<file path="config.mk">
export PLATFORM = sky130hd
export DESIGN_NAME = ocp_csa_regs
export DESIGN_NICKNAME = d
export VERILOG_FILES = /design/src/include/ocp_csa_pkg.sv /design/src/verilog/pin_sync.sv /design/src/verilog/retry_timer.sv /design/src/verilog/ocp_csa_regs.sv
export SDC_FILE = /design/constraint.sdc
export NUM_CORES = 1
export LEC_CHECK = 0
export BUFFER_PORTS_ARGS = -buffer_cell sky130_fd_sc_hd__buf_2
export CAP_MARGIN = 30
export CORE_MARGIN = 2
export CORE_UTILIZATION = 40
export CTS_BUF_LIST = sky130_fd_sc_hd__clkbuf_8
export CTS_CLUSTER_SIZE = 16
export DETAILED_ROUTE_END_ITERATION = 16
export PLACE_DENSITY = 0.62
export SKIP_CTS_REPAIR_TIMING = 1
export SLEW_MARGIN = 5
export SYNTH_ARGS = -nofsm -noshare
export SYNTH_HDL_FRONTEND = slang
export SYNTH_SLANG_ARGS = --single-unit
</file>
<file path="constraint.sdc">
create_clock -name clk -period 7.5 [get_ports clk]
set_input_delay 0.375 -clock clk [delete_from_list [all_inputs] [get_ports clk]]
set_output_delay 0.375 -clock clk [all_outputs]
set_load 0.1 [all_outputs]
</file>
<file path="src/include/ocp_csa_pkg.sv">
package ocp_csa_pkg;
  // ==========================================================
  // Register map
  localparam logic [3:0] ADDR_OCP = 4'h5;
  localparam logic [3:0] ADDR_CSA = 4'h6;
  localparam logic [3:0] ADDR_GATE_HS = 4'h3;
  localparam logic [3:0] ADDR_GATE_LS = 4'h4;
  localparam logic [3:0] ADDR_DRV_CTRL = 4'h2;
  localparam logic [10:0] OCP_RESET = 11'h145;
  localparam logic [10:0] CSA_RESET = 11'h283;
  localparam logic [2:0] LOCK_KEY = 3'h6;
  localparam logic [2:0] UNLOCK_KEY = 3'h3;
  // ==========================================================
  // Field positions
  localparam int OCP_RETRY_BIT = 10;
  localparam int OCP_GAP_LSB = 8;
  localparam int RESPONSE_LSB = 6;
  localparam int OCP_SCOPE_BIT = 5;
  localparam int OCP_VDS_LSB = 0;
  localparam int CSA_HALF_BIT = 9;
  localparam int CSA_LSREF_BIT = 8;
  localparam int AMP_GAIN_LSB = 6;
  localparam int CSA_DIS_BIT = 5;
  localparam int CSA_CAL_BIT = 4;
  localparam int CSA_AUTO_BIT = 3;
  localparam int CSA_SEN_LSB = 0;
  localparam int LOCK_LSB = 8;
  localparam int CLR_BIT = 0;
  localparam int PWM_CLEAR_BIT = 10;
  localparam logic [2:0] VDS_OFF = 3'h7;
  // ==========================================================
  // Timing
  localparam int CLK_MHZ = 200;
  localparam int RETRY_LONG_US = 4000;
  localparam int RETRY_SHORT_US = 50;
  localparam int RETRY_LONG_CYC = RETRY_LONG_US * CLK_MHZ;
  localparam int RETRY_SHORT_CYC = RETRY_SHORT_US * CLK_MHZ;
  localparam int GAP_BASE_NS = 50;
  localparam int GAP_BASE_CYC = GAP_BASE_NS * CLK_MHZ / 1000;
  typedef enum logic [1:0] {
    MODE_LATCH = 2'h0,
    MODE_RETRY = 2'h1,
    MODE_REPORT = 2'h2,
    MODE_IGNORE = 2'h3
  } overcurrent_response_sel_type;
  typedef enum logic [2:0] {
    ST_RUN = 3'h1,
    ST_LATCHED = 3'h2,
    ST_RETRY = 3'h4
  } fault_state_type;
endpackage

</file>
<file path="src/verilog/pin_sync.sv">
`timescale 1ns/1ps
module pin_sync (
  input wire logic clk,
  input wire logic rstn,
  input wire logic ce,
  input wire logic pin,
  output logic level
);
  logic s1;
  logic s2;
  logic s3;
  // ==========================================================
  // Three stages, change accepted when stages two and three agree
  always_ff @(posedge clk or negedge rstn) begin
    if (!rstn) begin
      s1 <= 1'b0;
      s2 <= 1'b0;
      s3 <= 1'b0;
      level <= 1'b0;
    end else if (ce) begin
      s1 <= pin;
      s2 <= s1;
      s3 <= s2;
      if (s2 == s3) begin
        level <= s3;
      end
    end
  end
endmodule

</file>
<file path="src/verilog/retry_timer.sv">
`timescale 1ns/1ps
module retry_timer (
  input wire logic clk,
  input wire logic rstn,
  input wire logic ce,
  input wire logic start,
  input wire logic [22:0] length,
  output logic done
);
  logic [22:0] count;
  logic running;
  // ==========================================================
  // One-shot counter, done pulses when length cycles elapsed
  always_ff @(posedge clk or negedge rstn) begin
    if (!rstn) begin
      count <= 23'h0;
      running <= 1'b0;
      done <= 1'b0;
    end else if (ce) begin
      done <= 1'b0;
      if (start) begin
        count <= length;
        running <= 1'b1;
      end else if (running) begin
        if (count <= 23'h1) begin
          running <= 1'b0;
          done <= 1'b1;
        end else begin
          count <= count - 23'h1;
        end
      end
    end
  end
endmodule

</file>
<file path="src/verilog/ocp_csa_regs.sv">
`timescale 1ns/1ps
// Function
// - Protection register 0x05, eleven bits, reset 0x145
// - Amplifier register 0x06, eleven bits, reset 0x283
// - Bit 10 retry: 4 ms or 50 us
// - Bits 9-8 gap 50 to 400 ns
// - Mode 00 latches, 01 retries
// - Mode 10 reports only, 11 ignores
// - Bit 5 shuts all bridges or only the tripped ones
// - Bits 2-0 trip level, 111 disables monitor
// - Bit 9 halves amplifier reference
// - Bit 8 picks low-side monitor reference
// - Bits 7-6 gain 5 to 40
// - Bit 5 suppresses shunt fault
// - Bit 4 enables amplifier calibration
// - Bit 3 runs automatic offset calibration
// - Bits 1-0 shunt trip level
// - Key 110 locks writes to 0x05 and 0x06, 011 unlocks
// - Cycle clear on PWM in retry mode
// - Clear bit releases latched faults, self-clears
module ocp_csa_regs
  import ocp_csa_pkg::*;
(
  input wire logic clk,
  input wire logic rstn,
  input wire logic ce,
  input wire logic wr_en,
  input wire logic [3:0] wr_addr,
  input wire logic [10:0] wr_data,
  input wire logic [3:0] rd_addr,
  output logic [10:0] rd_data,
  input wire logic cycle_clear_on_pwm,
  input wire logic pwm_in,
  input wire logic [2:0] drain_source_trip_pin,
  input wire logic [2:0] shunt_trip_pin,
  output logic [2:0] bridge_enable,
  output logic fault_report,
  output logic [1:0] shoot_through_gap_sel,
  output logic [6:0] gap_cycles,
  output logic [2:0] drain_source_trip_threshold,
  output logic drain_source_monitor_enable,
  output logic amp_reference_halving,
  output logic lowside_monitor_reference_sel,
  output logic [1:0] shunt_amp_gain_sel,
  output logic amp_calibration_enable,
  output logic amp_offset_autotrim,
  output logic [1:0] shunt_trip_threshold,
  output logic locked
);
  import ocp_csa_pkg::*;
  logic [10:0] overcurrent_protection_control;
  logic [10:0] shunt_amplifier_control;
  logic [2:0] ds_sync;
  logic [2:0] sh_sync;
  logic pwm_sync;
  logic pwm_prev;
  logic pwm_edge;
  logic [2:0] trip;
  logic [2:0] fault_phase;
  logic any_trip;
  logic timer_done;
  logic timer_start;
  logic clear_latched_faults;
  logic wr_ok;
  overcurrent_response_sel_type mode;
  fault_state_type state;
  fault_state_type next_state;

  // ==========================================================
  // Pin synchronisers
  for (genvar i = 0; i < 3; i++) begin : g_sync
    pin_sync ds_i (.clk(clk), .rstn(rstn), .ce(ce),
      .pin(drain_source_trip_pin[i]), .level(ds_sync[i]));
    pin_sync sh_i (.clk(clk), .rstn(rstn), .ce(ce),
      .pin(shunt_trip_pin[i]), .level(sh_sync[i]));
  end
  pin_sync pwm_i (.clk(clk), .rstn(rstn), .ce(ce),
    .pin(pwm_in), .level(pwm_sync));

  // ==========================================================
  // Register writes
  assign wr_ok = wr_en && !locked;
  assign clear_latched_faults = wr_en && wr_addr == ADDR_DRV_CTRL
    && wr_data[CLR_BIT];

  always_ff @(posedge clk or negedge rstn) begin
    if (!rstn) begin
      overcurrent_protection_control <= OCP_RESET;
    end else if (ce && wr_ok && wr_addr == ADDR_OCP) begin
      overcurrent_protection_control <= wr_data;
    end
  end

  always_ff @(posedge clk or negedge rstn) begin
    if (!rstn) begin
      shunt_amplifier_control <= CSA_RESET;
    end else if (ce && wr_ok && wr_addr == ADDR_CSA) begin
      shunt_amplifier_control <= wr_data;
    end
  end

  // Lock key lives in the high-side gate register, always writable
  always_ff @(posedge clk or negedge rstn) begin
    if (!rstn) begin
      locked <= 1'b0;
    end else if (ce && wr_en && wr_addr == ADDR_GATE_HS) begin
      if (wr_data[LOCK_LSB +: 3] == LOCK_KEY) begin
        locked <= 1'b1;
      end else if (wr_data[LOCK_LSB +: 3] == UNLOCK_KEY) begin
        locked <= 1'b0;
      end
    end
  end

  // ==========================================================
  // Read port
  always_comb begin
    unique case (rd_addr)
      ADDR_OCP: rd_data = overcurrent_protection_control;
      ADDR_CSA: rd_data = shunt_amplifier_control;
      default: rd_data = 11'h000;
    endcase
  end

  // ==========================================================
  // Field decode
  assign mode = overcurrent_response_sel_type'(
    overcurrent_protection_control[RESPONSE_LSB +: 2]);
  assign shoot_through_gap_sel =
    overcurrent_protection_control[OCP_GAP_LSB +: 2];
  assign drain_source_trip_threshold =
    overcurrent_protection_control[OCP_VDS_LSB +: 3];
  assign drain_source_monitor_enable =
    drain_source_trip_threshold != VDS_OFF;
  assign amp_reference_halving =
    shunt_amplifier_control[CSA_HALF_BIT];
  assign lowside_monitor_reference_sel =
    shunt_amplifier_control[CSA_LSREF_BIT];
  assign shunt_amp_gain_sel =
    shunt_amplifier_control[AMP_GAIN_LSB +: 2];
  assign amp_calibration_enable =
    shunt_amplifier_control[CSA_CAL_BIT];
  assign amp_offset_autotrim =
    shunt_amplifier_control[CSA_AUTO_BIT];
  assign shunt_trip_threshold =
    shunt_amplifier_control[CSA_SEN_LSB +: 2];

  // Gap of 50 ns doubled per code step
  always_ff @(posedge clk or negedge rstn) begin
    if (!rstn) begin
      gap_cycles <= 7'h00;
    end else if (ce) begin
      gap_cycles <= 7'(GAP_BASE_CYC << shoot_through_gap_sel);
    end
  end

  // ==========================================================
  // Overcurrent detection
  always_comb begin
    trip = 3'h0;
    if (drain_source_monitor_enable) begin
      trip = trip | ds_sync;
    end
    if (!shunt_amplifier_control[CSA_DIS_BIT]) begin
      trip = trip | sh_sync;
    end
  end
  assign any_trip = |trip;

  always_ff @(posedge clk or negedge rstn) begin
    if (!rstn) begin
      pwm_prev <= 1'b0;
    end else if (ce) begin
      pwm_prev <= pwm_sync;
    end
  end
  assign pwm_edge = pwm_sync && !pwm_prev;

  // ==========================================================
  // Fault state machine
  assign timer_start = state == ST_RUN && next_state == ST_RETRY;

  retry_timer timer_i (
    .clk(clk),
    .rstn(rstn),
    .ce(ce),
    .start(timer_start),
    .length(overcurrent_protection_control[OCP_RETRY_BIT]
      ? 23'(RETRY_SHORT_CYC) : 23'(RETRY_LONG_CYC)),
    .done(timer_done)
  );

  always_comb begin
    next_state = state;
    unique case (state)
      ST_RUN: begin
        if (any_trip && mode == MODE_LATCH) begin
          next_state = ST_LATCHED;
        end else if (any_trip && mode == MODE_RETRY) begin
          next_state = ST_RETRY;
        end
      end
      ST_LATCHED: begin
        if (clear_latched_faults) begin
          next_state = ST_RUN;
        end
      end
      ST_RETRY: begin
        if (timer_done) begin
          next_state = ST_RUN;
        end else if (cycle_clear_on_pwm && pwm_edge) begin
          next_state = ST_RUN;
        end
      end
      default: next_state = ST_RUN;
    endcase
  end

  always_ff @(posedge clk or negedge rstn) begin
    if (!rstn) begin
      state <= ST_RUN;
    end else if (ce) begin
      state <= next_state;
    end
  end

  always_ff @(posedge clk or negedge rstn) begin
    if (!rstn) begin
      fault_phase <= 3'h0;
    end else if (ce) begin
      if (state == ST_RUN) begin
        fault_phase <= trip;
      end
    end
  end

  // ==========================================================
  // Outputs
  always_ff @(posedge clk or negedge rstn) begin
    if (!rstn) begin
      bridge_enable <= 3'h7;
      fault_report <= 1'b0;
    end else if (ce) begin
      if (next_state == ST_RUN) begin
        bridge_enable <= 3'h7;
      end else if (overcurrent_protection_control[OCP_SCOPE_BIT]) begin
        bridge_enable <= ~(state == ST_RUN ? trip : fault_phase);
      end else begin
        bridge_enable <= 3'h0;
      end
      fault_report <= next_state != ST_RUN
        || (any_trip && mode == MODE_REPORT);
    end
  end
endmodule

</file>
**Word level (Yosys, flattened, before mapping)**

Cells that the tools add are included.

- Equality and inequality tests: 25
- Shifts and indexed selects: 1
- Reductions and logical operators: 30
- Bitwise gates (word level): 2
- $add $sub $neg: 1
- Multiplexer cells: 24
- Order comparisons: 1

Operators by type and width:

| operator | number |
|---|---|
| 23-bit 2-to-1 mux | 3 |
| 3-bit 2-to-1 mux | 10 |
| 23-bit by 1-bit less-or-equal comparator with 1-bit output, second input constant | 1 |
| 23-bit by 1-bit subtractor with 23-bit output, second input constant | 1 |
| 11-bit one-hot mux with 2 select lines | 1 |
| 20-bit 2-to-1 mux | 1 |
| 4-bit by 3-bit equality test with 1-bit output, second input constant | 4 |
| 2-bit AND reduction | 8 |
| 1-bit logical AND | 14 |
| 3-bit equality test, second input constant | 3 |
| 3-bit one-hot mux with 3 select lines | 1 |
| 4-bit by 2-bit equality test with 1-bit output, second input constant | 2 |
| 1-bit 2-to-1 mux | 8 |
| 1-bit equality test | 7 |
| 4-bit by 2-bit left shift with 7-bit output, first input constant | 1 |
| 3-bit by 1-bit equality test with 1-bit output, second input constant | 2 |
| 3-bit by 2-bit equality test with 1-bit output, second input constant | 2 |
| 2-bit nonzero test | 2 |
| 3-bit by 1-bit inequality test with 1-bit output, second input constant | 1 |
| 3-bit inequality test, second input constant | 1 |
| 3-bit inverter | 1 |
| 3-bit OR | 1 |
| 3-bit AND reduction | 1 |
| 3-bit OR reduction | 1 |
| 6 further kinds | 7 |

- Register bits after elaboration: 94

**Logic depth before layout (Yosys ltp)**

- Word-level depth: 13
- Depth in mapped cells: 7

**By module**

A second synthesis with hierarchy kept.

- Cell total of the unflattened synthesis: 432
- Area, all modules: 4847.1 um^2

By module, submodules not included:

| module | cells an instance | seq. area each (um^2) | times used | area each (um^2) |
|---|---|---|---|---|
| ocp_csa_regs | 176 | 1016.0 | 1 | 2100.8 |
| retry_timer | 186 | 625.6 | 1 | 1651.6 |
| pin_sync | 10 | 100.1 | 7 | 156.4 |

**Worst setup path after synthesis**

Ideal clock, no wire load.

- Path type: flip-flop to flip-flop
- Start point: register timer_i.count[15]
- End point: register timer_i.count[8]
- Stages on the path, launching flop included: 7
- Path slack: 5.092 ns
- Library setup time: 0.132 ns
- Required time: 7.368 ns
- Data arrival time: 2.276 ns
- Cell sequence: dfrtp_1 > or4_4 > or4_4 > buf_6 > o311ai_4 > nor3_1 > or3b_1

- Word-level cells in the longest chain between the ends: 3

RTL lines:

| what | line | RTL |
|---|---|---|
| start, declared | retry_timer.sv:10 | `logic [22:0] count;` |
| start signal, assigned | retry_timer.sv:22 | `count <= length;` |
| start signal, assigned | retry_timer.sv:29 | `count <= count - 23'h1;` |
| 23-bit by 1-bit less-or-equal comparator with 1-bit output | retry_timer.sv:25 | `if (count <= 23'h1) begin` |
| 2-bit by 1-bit inequality test with 1-bit output (no line) | n/a |  |
| 3-bit AND reduction (no line) | n/a |  |

Every way passes these cells.
A chain may end at the register's enable or synchronous reset.

**Worst setup path in the final report**

- Start point: input port ce
- End point: register timer_i.count[15]

- Word-level cells in the longest chain between the ends: 1

RTL lines:

| what | line | RTL |
|---|---|---|
| start, declared | ocp_csa_regs.sv:26 | `input wire logic ce,` |
| 3-bit AND reduction (no line) | n/a |  |

Every way passes these cells.

==> results.yml <==
status:
  status: "complete, no violations"
timing:
  tns_ns: 0
  fin_crit_ns: 2.945
  hold_ws_ns: 0.2347
  tightest_slew_ns: 0.8347
  drv_slew: 0
  slew_headroom_pct: 44.23
  max_freq_ghz: 0.3395
  hold_viol: 0
  rsz0062_at_grt: "false"
  setup_viol: 0
  final.period_utilization_pct: 39.27
  skew_ns: 0.01405
clocking:
  path_clk_slew_ns: 0.10
  root_buffer: "clkbuf_8"
  cts_tree: "done"
  htree_levels: 3
  cts_inserted_buffers: 9
  max-clock-path-buffers: 2
  clk_latency_ns: 0.37
  clock_sinks: 93
setup_path:
  r2r_start: "timer_i.count[15]"
  r2r_cells: 5
  crit_path_start: "ce"
  cp_max_fo: 54
  startpoint_type: "primary input"
  crit_required_ns: 7.79
  cp-end-kind: "register"
  worstSetupPathType: "in2reg"
  crit_arrival_ns: 3.24
drt:
  wl_per_cell_um: 15.77
  drtIter0Drc: 123
  vias: 3344
  via_per_inst: 5.473
  wirelength_um: 9638
  drtPass1Iterations: 4
  drtAntennaViolNets: 0
  drc_errors: 0
yosys:
  async_reset_ff_share_pct: 100.0
  ys_seq_area_share_pct: 52.55
  ys.flop_type: "dfrtp_1"
  synth_area_per_cell_um2: 10.98
  synth_edf_count: 0
  synth-seq-cells: 93
  synthTopCellsByArea: "dfrtp_1 45%, mux2_2 9.3%, dfstp_2 7.1%, o21ai_0 4.5%, a21oi_1 2.8%"
  syn_inst: 406
  yosysTopAreaCellShare_pct: 45.48
  yosys_warnings: 0
  synth_fp_nets: 439
  yosys.cell_types.count: 62
  yosysTopAreaCell: "dfrtp_1"
  synth.cell_area_um2: 4457
hold_path:
  hold_class: "in2reg"
  holdPathStages: 2
  worstHoldStart: "drain_source_trip_pin[1]"
power:
  vdd_drop_max_mv: 0.2255
  clockPowerShare_pct: 19.2
  swShare_pct: 42.15
  seqPwrFrac_pct: 46.0
  p_int_mw: 0.9087
  p_per_area_nw_per_um2: 310.3
  comb_power_share_pct: 34.8
  p_sw_mw: 0.6621
  p_leak_nw: 2.250
floorplanning:
  die-area_um2: 12000
  rows: 38
  chipWidth_um: 109.6
  die_y_um: 109.6
  start_util_pct: 41.11
  io_pins: 68
  core_um2: 10840
place:
  place_congestion: 0.7800
  io_buffer_count: 66
  dpl.hpwl_um: 6791
global_routing:
  gr-total-overflow: 0
  track_usage_pct: 17.35
  grt_pass1_vias: 3307
  antenna_found_initial: 0
  grt_pass1_wl_um: 16350
  grt_max_degree: 63
finish:
  diodes: 0
  filler_cell_count: 1033
  area_delta_synth_final_pct: 13.59
  drive_above_1_share_pct: 32.70
  post-route-util_pct: 46.70
  fin_nets: 499
run:
  cap_violations: 0
## synth_stat cells (all sizes together) (6+ instances only)
cell,number
a21oi,25
a22o,12
buf,16
clkbuf,9
dfrtp,81
dfstp,12
inv,17
mux2,37
nand2,25
nand3,9
nor2,15
nor3,7
nor4,6
o21ai,41
o31ai,7
or3,11
or4,7
## layout make-up
| cell class | count | area (um^2) | area share (%) |
|---|---|---|---|
| clock buffers | 9 | 123.9 | 2.447 |
| clock inverters | 7 | 46.29 | 0.9145 |
| inverters | 18 | 67.56 | 1.335 |
| multi-input cells | 270 | 1912 | 37.77 |
| flip-flops and latches | 93 | 2342 | 46.27 |
| well taps | 140 | 175.2 | 3.460 |
| repair buffers | 74 | 395.4 | 7.810 |
## worst max-delay path, cell delays in order
cell	delay (ns)
buf_2	0.07
buf_4	0.43
clkinv_1	0.55
nor2_1	0.62
o2111ai_1	0.38
or4_2	0.62
a21oi_1	0.16
## power by group through the flow
| stage | registers, mW | clock network [mW] | logic, mW |
|---|---|---|---|
| finish | 0.723 | 0.301 | 0.547 |
| global route | 0.743 | 0.332 | 0.602 |
| floorplan | 0.825 | 0 | 0.332 |
| detailed placement | 0.731 | 0 | 0.548 |
| CTS | 0.722 | 0.309 | 0.551 |
| global placement | 0.725 | 0 | 0.537 |
## flip-flops by register name, summed over array words and instances, names as in the netlist, 3 cells and up
| name | flops |
|---|---|
| g_sync.sh_i.s1 | 3 |
| gap_cycles | 6 |
| timer_i.count | 23 |
| g_sync.ds_i.s1 | 3 |
| g_sync.ds_i.level | 3 |
| state | 3 |
| g_sync.sh_i.s3 | 3 |
| fault_phase | 3 |
| bridge_enable | 3 |
| g_sync.sh_i.s2 | 3 |
| overcurrent_protection_control | 11 |
| g_sync.ds_i.s2 | 3 |
| shunt_amplifier_control | 11 |
| g_sync.ds_i.s3 | 3 |
| g_sync.sh_i.level | 3 |
## cell families (layout without fill, tap and decap cells)
| group | after synthesis | in the layout | synth area share (%) |
|---|---|---|---|
| other | 1 | 1 | 0.08414 |
| AND/OR/NAND/NOR | 109 | 109 | 14.37 |
| AO/OA/AOI/OAI | 118 | 118 | 17.63 |
| flip-flops | 93 | 93 | 52.55 |
| adder cells (fa/ha/maj) | 2 | 2 | 0.5614 |
| buffers and inverters | 43 | 108 | 4.828 |
| XOR/XNOR | 2 | 2 | 0.3931 |
| multiplexers | 38 | 38 | 9.573 |
## layout by cell type (no fill, tap or decap), types with 3 or more instances in the layout
| master | count |
|---|---|
| dfstp_2 | 12 |
| dfrtp_1 | 81 |
| or4_1 | 4 |
| nand3_1 | 9 |
| o22a_1 | 4 |
| o21ai_0 | 40 |
| a31oi_1 | 3 |
| a21oi_1 | 25 |
| and3_1 | 3 |
| nor2b_1 | 4 |
| or3_2 | 4 |
| clkbuf_8 | 9 |
| a22oi_1 | 3 |
| nor2_1 | 14 |
| buf_4 | 8 |
| inv_1 | 19 |
| nor4_1 | 6 |
| or3_1 | 7 |
| a41oi_1 | 3 |
| o31ai_1 | 6 |
| nand3b_1 | 3 |
| buf_2 | 65 |
| mux2_2 | 37 |
| nor3_1 | 7 |
| a211o_1 | 3 |
| a22o_1 | 12 |
| nand2_1 | 25 |
| nor3b_1 | 4 |
## through the flow
| step | area (um^2) | setup slack (ns) | instances | total power [mW] |
|---|---|---|---|---|
| after CTS | 5052 | 4.591 | 610 | 1.582 |
| after global placement | 4882 | 4.261 | 594 | 1.262 |
| after global routing | 5062 | 4.343 | 611 | 1.677 |
| after floorplan | 4457 | 5.092 | 406 | 1.157 |
| after detailed placement | 4882 | 4.204 | 594 | 1.280 |
| final | 5062 | 4.555 | 611 | 1.571 |
## metal layers
layer  vias up  share of wire, %  track usage [%]
li1       1607                 -                -
met2        63                48            27.78
met4         0               1.2            5.154
met3         8               5.1            4.564
met5         -                 0                0
met1      1666                46            23.21
## worst paths after layout
path,slack (ns),end
hold / removal,0.23,g_sync[1].ds_i.s1
setup / recovery,4.55,timer_i.count[15]
setup reg to reg,4.80,timer_i.count[4]
hold reg to reg,0.50,gap_cycles[3]
max in group asynchronous,5.86,timer_i.count[10]
min in group asynchronous,0.49,g_sync[2].sh_i.s3
Note: power is estimated with default switching activity, not from simulation.
